`src/pkg/lsx_map.svh`:
```
// register map, field positions, reset values and timing figures of the
// indicator select and pair crossover register group
// assumes a 50 MHz ref_clk and a 32-bit classic Wishbone slave port
// ****************************************************************
// ****************************************************************
`ifndef LSX_MAP_SVH
`define LSX_MAP_SVH
// register indexes; byte address is four times the index
`define LSX_IDX_RSV_A 5'h14
`define LSX_IDX_RSV_B 5'h15
`define LSX_IDX_RSV_C 5'h16
`define LSX_IDX_IND_CFG 5'h17
`define LSX_IDX_XOVER 5'h18
// indicator config fields
`define LSX_IND_B_MSB 7
`define LSX_IND_B_LSB 4
`define LSX_IND_A_MSB 3
`define LSX_IND_A_LSB 0
`define LSX_IND_B_RST 4'h1
`define LSX_IND_A_RST 4'h0
// crossover control fields
`define LSX_XO_ASSIST 7
`define LSX_XO_AUTO 6
`define LSX_XO_PAIR 5
`define LSX_XO_DONE 4
`define LSX_XO_SEED_MSB 3
`define LSX_XO_SEED_LSB 0
`define LSX_XO_AUTO_RST 1'h1
`define LSX_XO_ASSIST_RST 1'h0
`define LSX_XO_PAIR_RST 1'h0
`define LSX_XO_SEED_RST 4'h0
`define LSX_XO_SEED_INT 4'h5
// timing
`define LSX_CLK_KHZ 50000
`define LSX_TRY_US 1000
`define LSX_BLINK_MS 40
`endif

```
`src/pkg/lsx_pkg.sv`:
```
// types of the indicator select and pair crossover register group
// assumes lsx_map.svh is compiled alongside
package lsx_pkg;
   // line status inputs from the transceiver core
   typedef struct packed {
      logic linkGood;
      logic txAct;
      logic rxAct;
      logic collision;
      logic speed100;
      logic fullDuplex;
      logic localAnegOn;
      logic lineEnergy;
   } lsx_status_t;
   typedef enum logic [1:0] {XO_IDLE, XO_SEEK, XO_DONE} lsx_xo_state_t;
endpackage : lsx_pkg

```
`src/rtl/lsx_ctrl.sv`:
```
// indicator source select and automatic pair crossover register group
// assumes status comes from pins or other clocks, so it is synchronised;
// software reaches the registers as a classic Wishbone slave
`include "lsx_map.svh"
module lsx_ctrl #(
   parameter int TRY_CYC = (`LSX_TRY_US * `LSX_CLK_KHZ) / 1000,
   parameter int BLINK_CYC = `LSX_BLINK_MS * `LSX_CLK_KHZ
) (
   input wire logic ref_clk,
   input wire logic rst,
   input wire logic wb_cyc_i,
   input wire logic wb_stb_i,
   input wire logic wb_we_i,
   input wire logic [7:0] wb_adr_i,
   input wire logic [3:0] wb_sel_i,
   input wire logic [31:0] wb_dat_i,
   output logic [31:0] wb_dat_o,
   output logic wb_ack_o,
   input wire lsx_pkg::lsx_status_t lineStatus,
   output logic indicatorA,
   output logic indicatorB,
   output logic pairAssignment,
   output logic crossoverDone
);
   import lsx_pkg::*;

   // ****************************************************************
   // status synchroniser
   // ****************************************************************
   lsx_status_t syncA, syncB, syncC, stat;
   always_ff @(posedge ref_clk) begin
      if (rst) begin
         syncA <= '0;
         syncB <= '0;
         syncC <= '0;
         stat <= '0;
      end else begin
         syncA <= lineStatus;
         syncB <= syncA;
         syncC <= syncB;
         for (int i = 0; i < $bits(lsx_status_t); i++) begin
            if (syncB[i] == syncC[i]) begin
               stat[i] <= syncC[i];
            end
         end
      end
   end

   // ****************************************************************
   // register bus
   // ****************************************************************
   logic [3:0] indicator_b_select, indicator_a_select;
   logic parallel_detect_assist, crossover_auto_enable;
   logic [3:0] crossover_seed;
   wire [4:0] regIdx = wb_adr_i[6:2];
   wire busReq = wb_cyc_i & wb_stb_i;
   wire wrNow = busReq & wb_we_i & wb_ack_o & wb_sel_i[0];
   wire selCfg = (regIdx == `LSX_IDX_IND_CFG) & ~wb_adr_i[7];
   wire selXo = (regIdx == `LSX_IDX_XOVER) & ~wb_adr_i[7];
   wire wrCfg = wrNow & selCfg;
   wire wrXo = wrNow & selXo;
   wire [15:0] cfgWord = {8'h00, indicator_b_select, indicator_a_select};
   wire [15:0] xoWord = {8'h00, parallel_detect_assist, crossover_auto_enable,
                         pairAssignment, crossoverDone, crossover_seed};
   // reserved registers and unmapped addresses read zero
   wire [31:0] readData = selCfg ? {16'h0000, cfgWord} :
                          selXo ? {16'h0000, xoWord} : 32'h0000_0000;

   // one wait state: ack follows the request by one edge, writes land on the ack edge
   always_ff @(posedge ref_clk) begin
      if (rst) begin
         wb_ack_o <= 1'b0;
         wb_dat_o <= 32'h0000_0000;
      end else begin
         wb_ack_o <= busReq & ~wb_ack_o;
         if (busReq & ~wb_ack_o) begin
            wb_dat_o <= readData;
         end
      end
   end

   always_ff @(posedge ref_clk) begin
      if (rst) begin
         indicator_b_select <= `LSX_IND_B_RST;
         indicator_a_select <= `LSX_IND_A_RST;
         parallel_detect_assist <= `LSX_XO_ASSIST_RST;
         crossover_auto_enable <= `LSX_XO_AUTO_RST;
         crossover_seed <= `LSX_XO_SEED_RST;
      end else begin
         if (wrCfg) begin
            indicator_b_select <= wb_dat_i[`LSX_IND_B_MSB:`LSX_IND_B_LSB];
            indicator_a_select <= wb_dat_i[`LSX_IND_A_MSB:`LSX_IND_A_LSB];
         end
         if (wrXo) begin
            parallel_detect_assist <= wb_dat_i[`LSX_XO_ASSIST];
            crossover_auto_enable <= wb_dat_i[`LSX_XO_AUTO];
            crossover_seed <= wb_dat_i[`LSX_XO_SEED_MSB:`LSX_XO_SEED_LSB];
         end
      end
   end

   // ****************************************************************
   // indicator sources
   // ****************************************************************
   logic [$clog2(BLINK_CYC)-1:0] blinkCnt;
   logic blinkPhase;
   always_ff @(posedge ref_clk) begin
      if (rst) begin
         blinkCnt <= '0;
         blinkPhase <= 1'b0;
      end else if (blinkCnt == $bits(blinkCnt)'(BLINK_CYC - 1)) begin
         blinkCnt <= '0;
         blinkPhase <= ~blinkPhase;
      end else begin
         blinkCnt <= blinkCnt + 1'b1;
      end
   end

   function automatic logic ind_source(input logic [3:0] code, input lsx_status_t s, input logic blink);
      logic anyAct;
      anyAct = s.txAct | s.rxAct;
      unique case (code)
         4'h0: ind_source = s.linkGood;
         4'h1: ind_source = anyAct;
         4'h2: ind_source = s.txAct;
         4'h3: ind_source = s.rxAct;
         4'h4: ind_source = s.collision;
         4'h5: ind_source = s.speed100;
         4'h6: ind_source = ~s.speed100 & s.linkGood;
         4'h7: ind_source = s.fullDuplex;
         4'h8: ind_source = s.linkGood & ~(anyAct & blink);
         default: ind_source = 1'b0;
      endcase
   endfunction : ind_source

   wire next_indicatorA = ind_source(indicator_a_select, stat, blinkPhase);
   wire next_indicatorB = ind_source(indicator_b_select, stat, blinkPhase);
   always_ff @(posedge ref_clk) begin
      if (rst) begin
         indicatorA <= 1'b0;
         indicatorB <= 1'b0;
      end else begin
         indicatorA <= next_indicatorA;
         indicatorB <= next_indicatorB;
      end
   end

   // ****************************************************************
   // automatic crossover
   // ****************************************************************
   lsx_xo_state_t xoState;
   logic [3:0] pattern;
   logic [$clog2(TRY_CYC)-1:0] tryCnt;
   // switching runs with local negotiation, or through the assist bit
   wire xoRun = crossover_auto_enable & (stat.localAnegOn | parallel_detect_assist);
   wire tryEnd = (tryCnt == $bits(tryCnt)'(TRY_CYC - 1));
   wire [3:0] seedUsed = (crossover_seed == 4'h0) ? `LSX_XO_SEED_INT : crossover_seed;
   wire [3:0] next_pattern = {pattern[2:0], pattern[3] ^ pattern[2]};
   wire seedLoad = xoRun & (xoState == XO_IDLE);

   always_ff @(posedge ref_clk) begin
      if (rst) begin
         xoState <= XO_IDLE;
         pattern <= `LSX_XO_SEED_INT;
         tryCnt <= '0;
      end else if (!xoRun) begin
         xoState <= XO_IDLE;
         tryCnt <= '0;
      end else begin
         unique case (xoState)
            XO_IDLE: begin
               pattern <= seedUsed;
               tryCnt <= '0;
               xoState <= XO_SEEK;
            end
            XO_SEEK: begin
               if (stat.lineEnergy) begin
                  xoState <= XO_DONE;
               end else if (tryEnd) begin
                  pattern <= next_pattern;
                  tryCnt <= '0;
               end else begin
                  tryCnt <= tryCnt + 1'b1;
               end
            end
            XO_DONE: begin
               if (!stat.lineEnergy) begin
                  xoState <= XO_SEEK;
                  tryCnt <= '0;
               end
            end
         endcase
      end
   end

   // pair follows the pattern while auto, else software forces it
   always_ff @(posedge ref_clk) begin
      if (rst) begin
         pairAssignment <= `LSX_XO_PAIR_RST;
      end else if (crossover_auto_enable) begin
         if (xoRun && xoState == XO_IDLE) begin
            pairAssignment <= seedUsed[0];
         end else if (xoRun && xoState == XO_SEEK && !stat.lineEnergy && tryEnd) begin
            pairAssignment <= next_pattern[0];
         end
      end else if (wrXo) begin
         pairAssignment <= wb_dat_i[`LSX_XO_PAIR];
      end
   end

   assign crossoverDone = crossover_auto_enable & (xoState == XO_DONE);
endmodule : lsx_ctrl

```
`config.mk`:
```
export PLATFORM = sky130hd
export DESIGN_NAME = lsx_ctrl
export DESIGN_NICKNAME = d
export VERILOG_FILES = /design/src/pkg/lsx_pkg.sv /design/src/rtl/lsx_ctrl.sv
export VERILOG_INCLUDE_DIRS = /design/src /design/src/pkg
export SDC_FILE = /design/constraint.sdc
export NUM_CORES = 1
export LEC_CHECK = 0
export CORE_MARGIN = 3
export CORE_UTILIZATION = 40
export DETAILED_ROUTE_END_ITERATION = 8
export DONT_BUFFER_PORTS = 1
export SLEW_MARGIN = 20
export SYNTH_ARGS = -nofsm -noshare
export SYNTH_HDL_FRONTEND = slang
export SYNTH_SLANG_ARGS = --single-unit
```
`constraint.sdc`:
```
create_clock -name ref_clk -period 1.9 [get_ports ref_clk]
set_clock_uncertainty 0.2 [all_clocks]
set_input_delay 0.19 -clock ref_clk [delete_from_list [all_inputs] [get_ports ref_clk]]
set_output_delay 0.19 -clock ref_clk [all_outputs]
set_load 0.02 [all_outputs]
```
* Yosys cells after proc, flatten, opt, wreduce, memory -nomap -nowiden
Index checks and enable logic that the tools add are counted.
Word-level totals: flip-flop bits (word level) 126, bits in latches 0, RAM bits 0, memory bits (read-only) 0, input bits 57, output and inout bits 37, memories kept 0
Operators by class: add/sub/neg operators 2, multipliers 0, divide/modulo/power cells 0, order comparisons 0, equal/unequal tests 35, shift-type cells 0, multiplexer cells 19, bitwise gates (word level) 23, reduce and logical (&&, ||, !) cells 17
Operator list (number):
- $mux 16 | 3
- $pmux 16 s3 | 1
- $eq 4x3->1 const B | 8
- $add 21x1->21 const B | 1
- $eq 21x21->1 const B | 1
- $pmux 1 s9 | 2
- $add 16x1->16 const B | 1
- $eq 16x16->1 const B | 1
- $eq 4x2->1 const B | 4
- $mux 8 | 2
- $and 1x1->1 | 14
- $logic_not 4->1 | 3
- $mux 4 | 3
- $eq 5x5->1 const B | 2
- $eq 1x1->1 | 8
- $eq 4x1->1 const B | 2
- $eq 4x4->1 const B | 2
- $ne 2x2->1 const B | 4
- $pmux 4 s2 | 1
- $not 1->1 | 6
- $pmux 2 s3 | 1
- $reduce_and 2->1 | 3
- $logic_and 1x1->1 | 4
- $mux 1 | 4
- other kinds (11) | 15

* Depth between registers and ports, before layout
Gate-level depths: netlist of the first run.
depth in word-level cells 8, mapped depth 8, mapped depth without buffers 6

* Worst setup path after synthesis of the first run
No wires, ideal clock.
path kind input to register, from input wb_adr_i[3], to register pairAssignment, arrival time 1711 ps, data required time 1568 ps, slack -143 ps, cell stages on the path 6, path buffers 1, cells stage by stage or4b_1 > or4_1 > buf_6 > and2_4 > o21ai_0 > o41ai_2
On the way: longest elaborated chain between the ends 5
Ends and longest elaborated chain:
- start, declared | line lsx_ctrl.sv:14 | input wire logic [7:0] wb_adr_i,
- $eq 5x5->1 (no line)
- $and 1x1->1 | line lsx_ctrl.sv:59 | wire selXo = (regIdx == `LSX_IDX_XOVER) & ~wb_adr_i[7];
- $and 1x1->1 | line lsx_ctrl.sv:61 | wire wrXo = wrNow & selXo;
- $reduce_bool 2->1 (no line)
- $reduce_and 2->1 (no line)
- end signal, assigned | line lsx_ctrl.sv:199 | pairAssignment <= `LSX_XO_PAIR_RST;
- end signal, assigned | line lsx_ctrl.sv:202 | pairAssignment <= seedUsed[0];
- end signal, assigned | line lsx_ctrl.sv:204 | pairAssignment <= next_pattern[0];
- end, declared | line lsx_ctrl.sv:22 | output logic pairAssignment,
No other way between the ends. A chain may end at the register's enable or synchronous reset.

* Worst setup path in the final report of the first run
from register tryCnt[5], to register pairAssignment
On the way: longest elaborated chain between the ends 4
Ends and longest elaborated chain:
- start, declared | line lsx_ctrl.sv:153 | logic [$clog2(TRY_CYC)-1:0] tryCnt;
- start signal, assigned | line lsx_ctrl.sv:183 | tryCnt <= tryCnt + 1'b1;
- $eq 16x16->1 | line lsx_ctrl.sv:156 | wire tryEnd = (tryCnt == $bits(tryCnt)'(TRY_CYC - 1));
- $logic_and 1x1->1 | line lsx_ctrl.sv:203 | end else if (xoRun && xoState == XO_SEEK && !stat.lineEnergy && tryEnd) begin
- $ne 3x1->1 (no line)
- $reduce_and 2->1 (no line)
- end signal, assigned | line lsx_ctrl.sv:202
- end signal, assigned | line lsx_ctrl.sv:204
- end signal, assigned | line lsx_ctrl.sv:207 | pairAssignment <= wb_dat_i[`LSX_XO_PAIR];
No other way between the ends.

==> results by stage, run 1 <==
STA:
- The number of endpoints with negative hold slack in the final report is 0.
- Setup repair after global routing could not meet its margin everywhere.
- The highest attainable clock frequency is 518 MHz.
- The final count of pins violating max slew is 0.
- After layout, the worst path uses 102% of the clock period.
- The routed design could run at a clock period as short as 1.93 ns.
- After routing, the total negative slack on setup checks comes to -0.0602 ns.
- After layout, the worst setup slack is -0.0322 ns.
- Setup violations remaining at the end of the flow were counted as 3.

Cells and area:
- In the final design database the tool counted 603 nets.
- The post-route netlist has 15.9% of its cells at a drive strength greater than 1.
- Relative to the synthesized area, the layout overhead comes to 22.6%.
- Cells fill 51.2% of the core in the end.
- 0 antenna diodes ended up in the layout.
- The fill cell instance count of the final layout is 957.

Yosys:
- The most used flip-flop cell after synthesis is dfxtp_1.
- The number of flip-flops and latches in the synthesized netlist is 102.
- The top cell type by area accounts for 46.7% of the synthesized area.
- The leading area contributor after synthesis is dfxtp_1.
- Synthesis produced a netlist whose cell count is 477.
- The synthesized design contains 0 enable-type register cells.
- By area the synthesized netlist is led by dfxtp_1, nor2_1, buf_4.
- The mapped netlist covers 0.00437 mm².
- During synthesis, Yosys emitted a total of 0 warnings.
- The netlist uses 54 different library cells.
- The share of the Yosys chip area taken by registers is 46.7%.
- The fraction of registers with async set or reset after synthesis is 0%.
- The post-synthesis area per instance is 9.16 µm².

Power and ir drop:
- IR analysis of the VDD net gives a maximum drop of 0.411 mV.
- In this run the power density over the cells is 752 mW/mm².
- The leakage power summed over all cells is 2.20 nW.

Place:
- Before CTS, the worst setup slack after placement is -0.0795 ns.
- The routability congestion estimate is slightly above 0.8.
- The HPWL after detailed placement is between 6 and 7 mm.
- The total of buffers placed on input and output ports is 0.

Global route:
- The total track usage is 14.7%.
- The number of global-route vias before repair is between 3000 and 4000.
- The initial antenna violation count came to 0.
- Entering global routing, the biggest net connects 71 pins.
- The remaining global-route overflow is 0.
- The first global-routing pass estimated 15.1 mm of wire.

Worst setup path:
- The critical path goes through nor4b_1, nand4_1, buf_6, o41a_1, o41ai_2.
- The dominant delay contributor by cell family on the critical path is compound AO/OA/AOI/OAI gates.
- The largest individual stage delay along the critical path comes from the cell nor4b_1.
- The critical path startpoint category is a flop.
- At the worst endpoint, the required time is 1.97 ns.
- The category of the most critical setup path is reg2reg.
- The largest fanout of any net on the critical path is 6.
- The maximum single-stage delay on the critical path is 0.36 ns.
- The data arrival time at the worst-slack endpoint is ~2 ns.
- Together, buffers and inverters on the worst path number 1.
- STA classifies the critical path endpoint as a flop.

Status:
- The final reports fail on setup timing.
- The run finished, with violations left.

Floorplanning:
- The number of top-level pins is 94.
- The core region is 0.0105 mm².
- For this configuration, the core starts out at a cell density of a little over two fifths.
- The die covers 0.0122 mm².
- The y dimension of the die is about 110 µm.
- Row generation in the floorplan step produced 37 rows.
- The width of the chip is 111 µm.

Routing:
- The number of nets with antenna violations after detailed routing is 0.
- The routed length per instance is around 13 µm.
- The number of remaining DRC errors is 0.
- After detailed routing, the total wire length is a little over 9 mm.
- Before antenna repair, the detailed router went through 4 iterations.
- The routed via count divided by cell count is between 5 and 6.
- For this block, the via count after detailed routing is 3437.
- The detailed router finished its first iteration with 161 violations.

Clock tree:
- The number of clock buffers added by TritonCTS is 9.
- Clock-pin slew was measured on the worst setup and hold paths at 0.09 ns.
- The number of H-tree levels is 3.
- The clock drives 102 sinks.
- The TritonCTS clock tree is yes.
- The buffer type at the clock tree root is clkbuf_8.
- The clock latency reported for the late side of the worst-skew pair is 0.36 ns.
- The worst-case clock buffer depth is 2.

Run:
- The number of maximum-capacitance violations is 0.

Worst hold path:
- The class of the tightest hold or removal check is in2reg.
final timing paths:
kind                            startpoint                    end  slack, ns  depth (start not counted)
worst min register to register    syncA[7]               syncB[7]       0.25                          1
worst max register to register   tryCnt[5]         pairAssignment      -0.03                          5
worst min-delay path               wb_we_i  indicator_b_select[0]       0.02                          3
worst max-delay path             tryCnt[5]         pairAssignment      -0.03                          5
repair_timing:
action                                 CTS  global route
setup buffers                            1             4
gates resized for setup                  1            26
endpoints found under the hold margin   79             0
setup endpoints to repair               13            35
pin swaps                                1             8
hold buffers                            27             0
gates cloned                             0             1
layout make-up:
cell class	count	area, µm²	area share, %
sequential	102	2050	38.2
inverter	10	37.5	0.701
tap	136	170	3.18
clock buffer	10	138	2.57
timing repair buffer	77	679	12.7
multi-input combinational	344	2180	40.7
clock inverter	5	106	1.99
registers in the layout (all words and copies together) (netlist names), 2 cells and up:
name,count
blinkCnt,21
tryCnt,16
stat,8
syncA,8
syncB,8
syncC,8
wb_dat_o,8
crossover_seed,4
indicator_a_select,4
indicator_b_select,4
pattern,4
xoState,2
Yosys cell counts (3+ instances only):
| cell type | number |
|---|---|
| buf_1 | 3 |
| dfxtp_1 | 102 |
| nand2_1 | 26 |
| xor2_1 | 20 |
| nor2_1 | 58 |
| a21o_1 | 6 |
| nand2b_1 | 4 |
| or3_1 | 3 |
| nor4b_1 | 3 |
| clkbuf_1 | 13 |
| a22oi_1 | 9 |
| a31oi_1 | 3 |
| nand4_1 | 11 |
| nor3_1 | 7 |
| buf_2 | 3 |
| inv_1 | 9 |
| a221o_1 | 3 |
| nor3b_1 | 3 |
| nand3_1 | 12 |
| a21oi_1 | 17 |
| mux2i_1 | 17 |
| and4b_1 | 3 |
| xnor2_1 | 4 |
| a211oi_1 | 8 |
| and2_1 | 6 |
| nor2b_1 | 28 |
| o21ai_0 | 22 |
| nand3b_1 | 4 |
| buf_4 | 24 |
| and3_1 | 9 |
| o21a_1 | 3 |
| and4_1 | 4 |
kinds of logic (layout without fill, tap and decap cells):
group | count (synthesis) | after routing | share of synthesized area [%]
simple gates | 190 | 190 | 23.0
flops | 102 | 102 | 46.7
compound gates | 85 | 85 | 12.9
buf+inv | 54 | 102 | 6.96
xor+xnor | 24 | 24 | 4.81
mux | 19 | 19 | 4.93
fa+ha+maj | 2 | 2 | 0.573
other cells | 1 | 24 | 0.0859
layout by cell type (no fill, tap or decap), types with 5 or more instances in the layout:
| master | count |
|---|---|
| dfxtp_1 | 100 |
| nor2_1 | 58 |
| buf_4 | 45 |
| nor2b_1 | 28 |
| dlygate4sd3_1 | 26 |
| nand2_1 | 24 |
| conb_1 | 24 |
| xor2_1 | 20 |
| o21ai_0 | 17 |
| mux2i_1 | 17 |
| a21oi_1 | 13 |
| nand3_1 | 12 |
| nand4_1 | 11 |
| clkbuf_8 | 10 |
| inv_1 | 9 |
| and3_1 | 9 |
| a22oi_1 | 9 |
| a211oi_1 | 8 |
| nor3_1 | 7 |
| a21o_1 | 6 |
| and2_1 | 5 |
| buf_6 | 5 |
metal layers:
| metal | track usage [%] | routed length (µm) |
|---|---|---|
| met1 | 19.2 | 4300 |
| met2 | 22.7 | 4160 |
| met4 | 4.52 | 108 |
| met3 | 5.21 | 487 |
| met5 | 0 | 0 |
metrics by stage:
| stage | hold slack [ns] | area, µm² | power, mW | instances |
|---|---|---|---|---|
| 6_report | 0.0172 | 5360 | 4.03 | 684 |
| 5_1_grt | 0.0304 | 5360 | 4.19 | 684 |
| 4_1_cts | 0.0000357 | 5250 | 4.09 | 679 |
| 3_5_place_dp | 0.0701 | 4710 | 2.37 | 636 |
| 3_3_place_gp | 0.0706 | 4710 | 2.37 | 636 |
| 2_1_floorplan | 0.118 | 4480 | 2.41 | 500 |
power by group:
| group | total (mW) | switching (mW) | internal [mW] | leakage (nW) |
|---|---|---|---|---|
| clock network | 1.63 | 0.724 | 0.908 | 0.119 |
| registers | 2.21 | 0.0336 | 2.17 | 0.829 |
| logic | 0.187 | 0.112 | 0.0753 | 1.25 |
worst reg2reg max path, stage by stage, from the launching register on:
cell     delay (ns)
dfxtp_1        0.32
nor4b_1        0.36
nand4_1        0.16
buf_6          0.17
o41a_1         0.36
o41ai_2        0.27
Note: power is estimated with default switching activity, not from simulation.
==> run 2: changes to the inputs <==
--- a/config.mk
+++ b/config.mk
@@ -6,7 +6,8 @@
 export SDC_FILE = /design/constraint.sdc
 export NUM_CORES = 1
 export LEC_CHECK = 0
-export CORE_MARGIN = 3
+export ABC_AREA = 1
+export CORE_MARGIN = 1.5
 export CORE_UTILIZATION = 40
 export DETAILED_ROUTE_END_ITERATION = 8
 export DONT_BUFFER_PORTS = 1
==> run 2 against run 1 <==
Against the previous run:
- the flow now finishes without violations
- critical path depth up 2
- sequential share of layout area is 0.57 points lower
- global-route usage grew 1.7 points
- worst setup slack improved by 0.16 ns
- routed wire length is 8.0% higher
==> results by stage, run 2 <==
Floorplanning:
- The floorplan has 39 rows.
- The core region is 0.0115 mm².
- The initial standard-cell utilization of the core is 41.5%.
- Measured along the x axis, the die boundary spans 112 µm.
- In this run the count of I/O pins placed on the die edge is 94.
- The total die area is 0.0126 mm².
- Measured along the y axis, the die boundary spans 112 µm.

Cells and area:
- Counting the fill cells in the layout gives 1159.
- The register with the most flip-flops in the layout has 21 of them.
- Summing all multi-input logic gate instances after layout gives 0.00222 mm².
- The register with the highest flop count is blinkCnt.
- The fraction of final layout cells with drive strength greater than 1 is 8.54%.
- The repair_antennas step left the layout with diodes totalling 0.
- The most common library cell in the layout ignoring fill and taps is nand2_1.
- The layout overhead on the synthesized area is 13.5%.
- The utilization of the core after routing is roughly 47%.
- The largest registers in the layout are blinkCnt x21, tryCnt x16.
- Summing all flip-flop and latch instances after layout gives around 0.002 mm².
- For this run, the post-layout net count is roughly 750.
- The top cell types in the final layout, fill and taps aside, are nand2_1, dfxtp_1, inv_1.
- The non-filler instance count after layout is 834.

Yosys:
- Counting flops with a built-in enable in the synthesized netlist gives 0.
- In this run, synthesis produced a sequential element count of 102.
- The leading area contributor after synthesis is dfxtp_1.
- The count of cell types in the netlist is 42.
- Synthesis produced a netlist whose cell count is 658.
- By area the synthesized netlist is led by dfxtp_1, nand2_1, inv_1.
- The cell area that synthesis handed to floorplanning was 0.00478 mm².
- The proportion of netlist area held by the largest area contributor is 42.8%.
- Ranked by instance count, the synthesized netlist is headed by nand2_1, dfxtp_1, inv_1, nor2_1, nand3_1.
- The most used flip-flop cell after synthesis is dfxtp_1.
- The number of warnings reported in the yosys synthesis log is 0.
- In this run the mean area of a mapped cell was 7.26 µm².
- The cell with the most instances after synthesis is nand2_1.
- Of the synthesized area, sequential elements account for 42.8%.
- Counting flops with an async set or reset pin after synthesis yields a share of 0%.

Global route:
- Entering global routing, the biggest net connects 36 pins.
- The wire length of the first global-routing pass is 16.9 mm.
- The number of global-route vias before repair came to 3729.
- The initial antenna violation count is 0.
- For this run, the total global-route usage over all layers was measured as 16.4%.
- The remaining global-route overflow is 0.

Place:
- The minimum setup slack after placement is about 0.13 ns.
- The number of cells after detailed placement is 796.
- The HPWL reported at the end of detailed placement is 7.15 mm.
- The total of buffers placed on input and output ports is 0.
- The routability congestion estimate is 0.864.

Clock tree:
- The number of H-tree levels is 3.
- TritonCTS built the clock tree.
- The worst-case clock buffer depth is 2.
- Clock tree synthesis inserted a total of 9 buffers.
- The clock latency reported for the late side of the worst-skew pair is 0.35 ns.
- CTS placed an instance of clkbuf_16 at the clock tree root.
- The sink count of the clock tree is between 100 and 150.
- The clock transition at the registers of the reported paths is 0.08 ns.

Routing:
- The violation count after the first detailed-route iteration is 220.
- The number of remaining DRC errors is 0.
- The number of iterations in the first detailed-routing pass is 7.
- Using the TritonRoute via totals, the vias-per-cell ratio works out to 4.84.
- The number of nets with antenna violations after detailed routing is 0.
- The number of vias after detailed routing is between 4000 and 5000.
- The routed length per instance is 11.7 µm.
- The total detailed-routing wirelength is just under 10 mm.

Worst setup path:
- At the worst endpoint, the arrival time is 1.82 ns.
- The largest fanout of any net on the critical path is 20.
- The cell with the biggest individual delay on the critical path is dfxtp_1.
- The critical path goes through ha_2, nand3_2, nor2_4, nand4_2, nand2_2, buf_12, a21oi_1.
- The worst setup path is launched from a flop.
- The maximum single-stage delay on the critical path is 0.39 ns.
- STA classifies the critical path endpoint as a flop.
- The required time at the endpoint of the critical path is 1.94 ns.
- The critical path in this run is classified as reg2reg.

Power and ir drop:
- The clock network burns between 40% and 50% of the power.
- The internal portion of the total power is 3.21 mW.
- The relative contribution of combinational cells to total power is 4.7%.
- The part of the total power dissipated in sequential elements is about half.
- The analysis attributes to cell leakage a power of between 2 and 2.5 nW.
- Summed over all nets, the switching power comes to 1.12 mW.
- The power density over the cells is 799 mW/mm².
- The maximum vdd ir drop is 0.513 mV.
- The switching share of power is 25.8%.
- The power consumption is between 4 and 5 mW.

STA:
- The worst path uses 93.4% of the clock period.
- Setup violations remaining at the end of the flow were counted as 0.
- The number of endpoints with negative hold slack in the final report came to 0.
- The highest attainable clock frequency is 563 MHz.
- The clock period could shrink to ~1.8 ns.
- After layout, the worst setup slack is between 0.1 and 0.15 ns.
- The final count of pins violating max slew came to 0.
- Hold is met by 0.141 ns.

Run:
- The number of maximum-capacitance violations is 0.

Status:
- The run finished with clean final reports.

Worst hold path:
- The worst hold path belongs to the class in2reg.
run 2: cell types whose count changed in the layout (fill, tap and decap cells not counted), moves of 16 or more:
| cell | before | now |
|---|---|---|
| a21oi_1 | 13 | 35 |
| nor2b_1 | 28 | 0 |
| nor2_1 | 58 | 87 |
| mux2i_1 | 17 | 1 |
| o21ai_0 | 17 | 35 |
| inv_1 | 9 | 93 |
| nand2_1 | 24 | 127 |
| buf_4 | 45 | 9 |
| nand3_1 | 12 | 43 |
run 2: final timing paths:
path                     from                    end  slack, ns  cells past startpoint
setup reg to reg  blinkCnt[1]           blinkCnt[18]       0.13                      7
setup / recovery  blinkCnt[1]           blinkCnt[18]       0.13                      7
hold / removal    wb_adr_i[2]  indicator_a_select[0]       0.14                      4
hold reg to reg      syncA[2]               syncB[2]       0.20                      2
run 2: cell type report:
class	instances	share of cell area, %
clock buffer	9	4.15
sequential	102	37.7
clock inverter	7	1.73
timing repair buffer	31	5.68
tap	143	3.30
multi-input combinational	447	40.9
inverter	95	6.58
run 2: per-stage QoR:
step	cell area, µm²	TNS (ns)
after detailed placement	4870	0
after global routing	5420	-0.00370
after global placement	4870	0
after floorplan	4860	0
final	5420	0
after CTS	5400	0
run 2: power by group through the flow:
stage	logic (mW)	clock network, mW	registers, mW
2_1_floorplan	0.171	0	2.26
3_3_place_gp	0.147	0	2.26
3_5_place_dp	0.151	0	2.26
4_1_cts	0.202	1.97	2.21
5_1_grt	0.227	2.06	2.21
6_report	0.204	1.92	2.21
run 2: cells by family (layout without fill, tap and decap cells):
family	count (synthesis)	after routing	synth area share, %
and+or+nand+nor	304	304	28.8
buffers and inverters	132	142	12.7
DFF	102	102	42.8
AOI/OAI and AO/OA	101	101	12.2
xor gates and xnor gates	15	15	2.75
adders and majority gates	2	2	0.524
other	1	24	0.0785
muxes	1	1	0.210
run 2: layer usage:
metal / up-vias / GRT usage, % / part of all wire, %
met4: 0 / 5.06 / 1.3
met1: 1831 / 21.7 / 48
li1: 2112 / - / -
met5: - / 0 / 0
met3: 12 / 4.81 / 5.1
met2: 82 / 26.1 / 46
run 2: repair_timing:
item	4_1_cts	5_1_grt
setup endpoints to repair	0	20
gates resized for setup	0	2
hold endpoints to repair	61	3
hold buffers	20	1
setup buffers	0	1
run 2: worst max-delay path: cells and delay by family, from the launching register on:
kind / cells / cell delay (ns)
AOI/OAI and AO/OA: 1 / 0.05
adders and majority gates: 1 / 0.23
buffers and inverters: 1 / 0.16
DFF: 1 / 0.39
and+or+nand+nor: 4 / 0.64
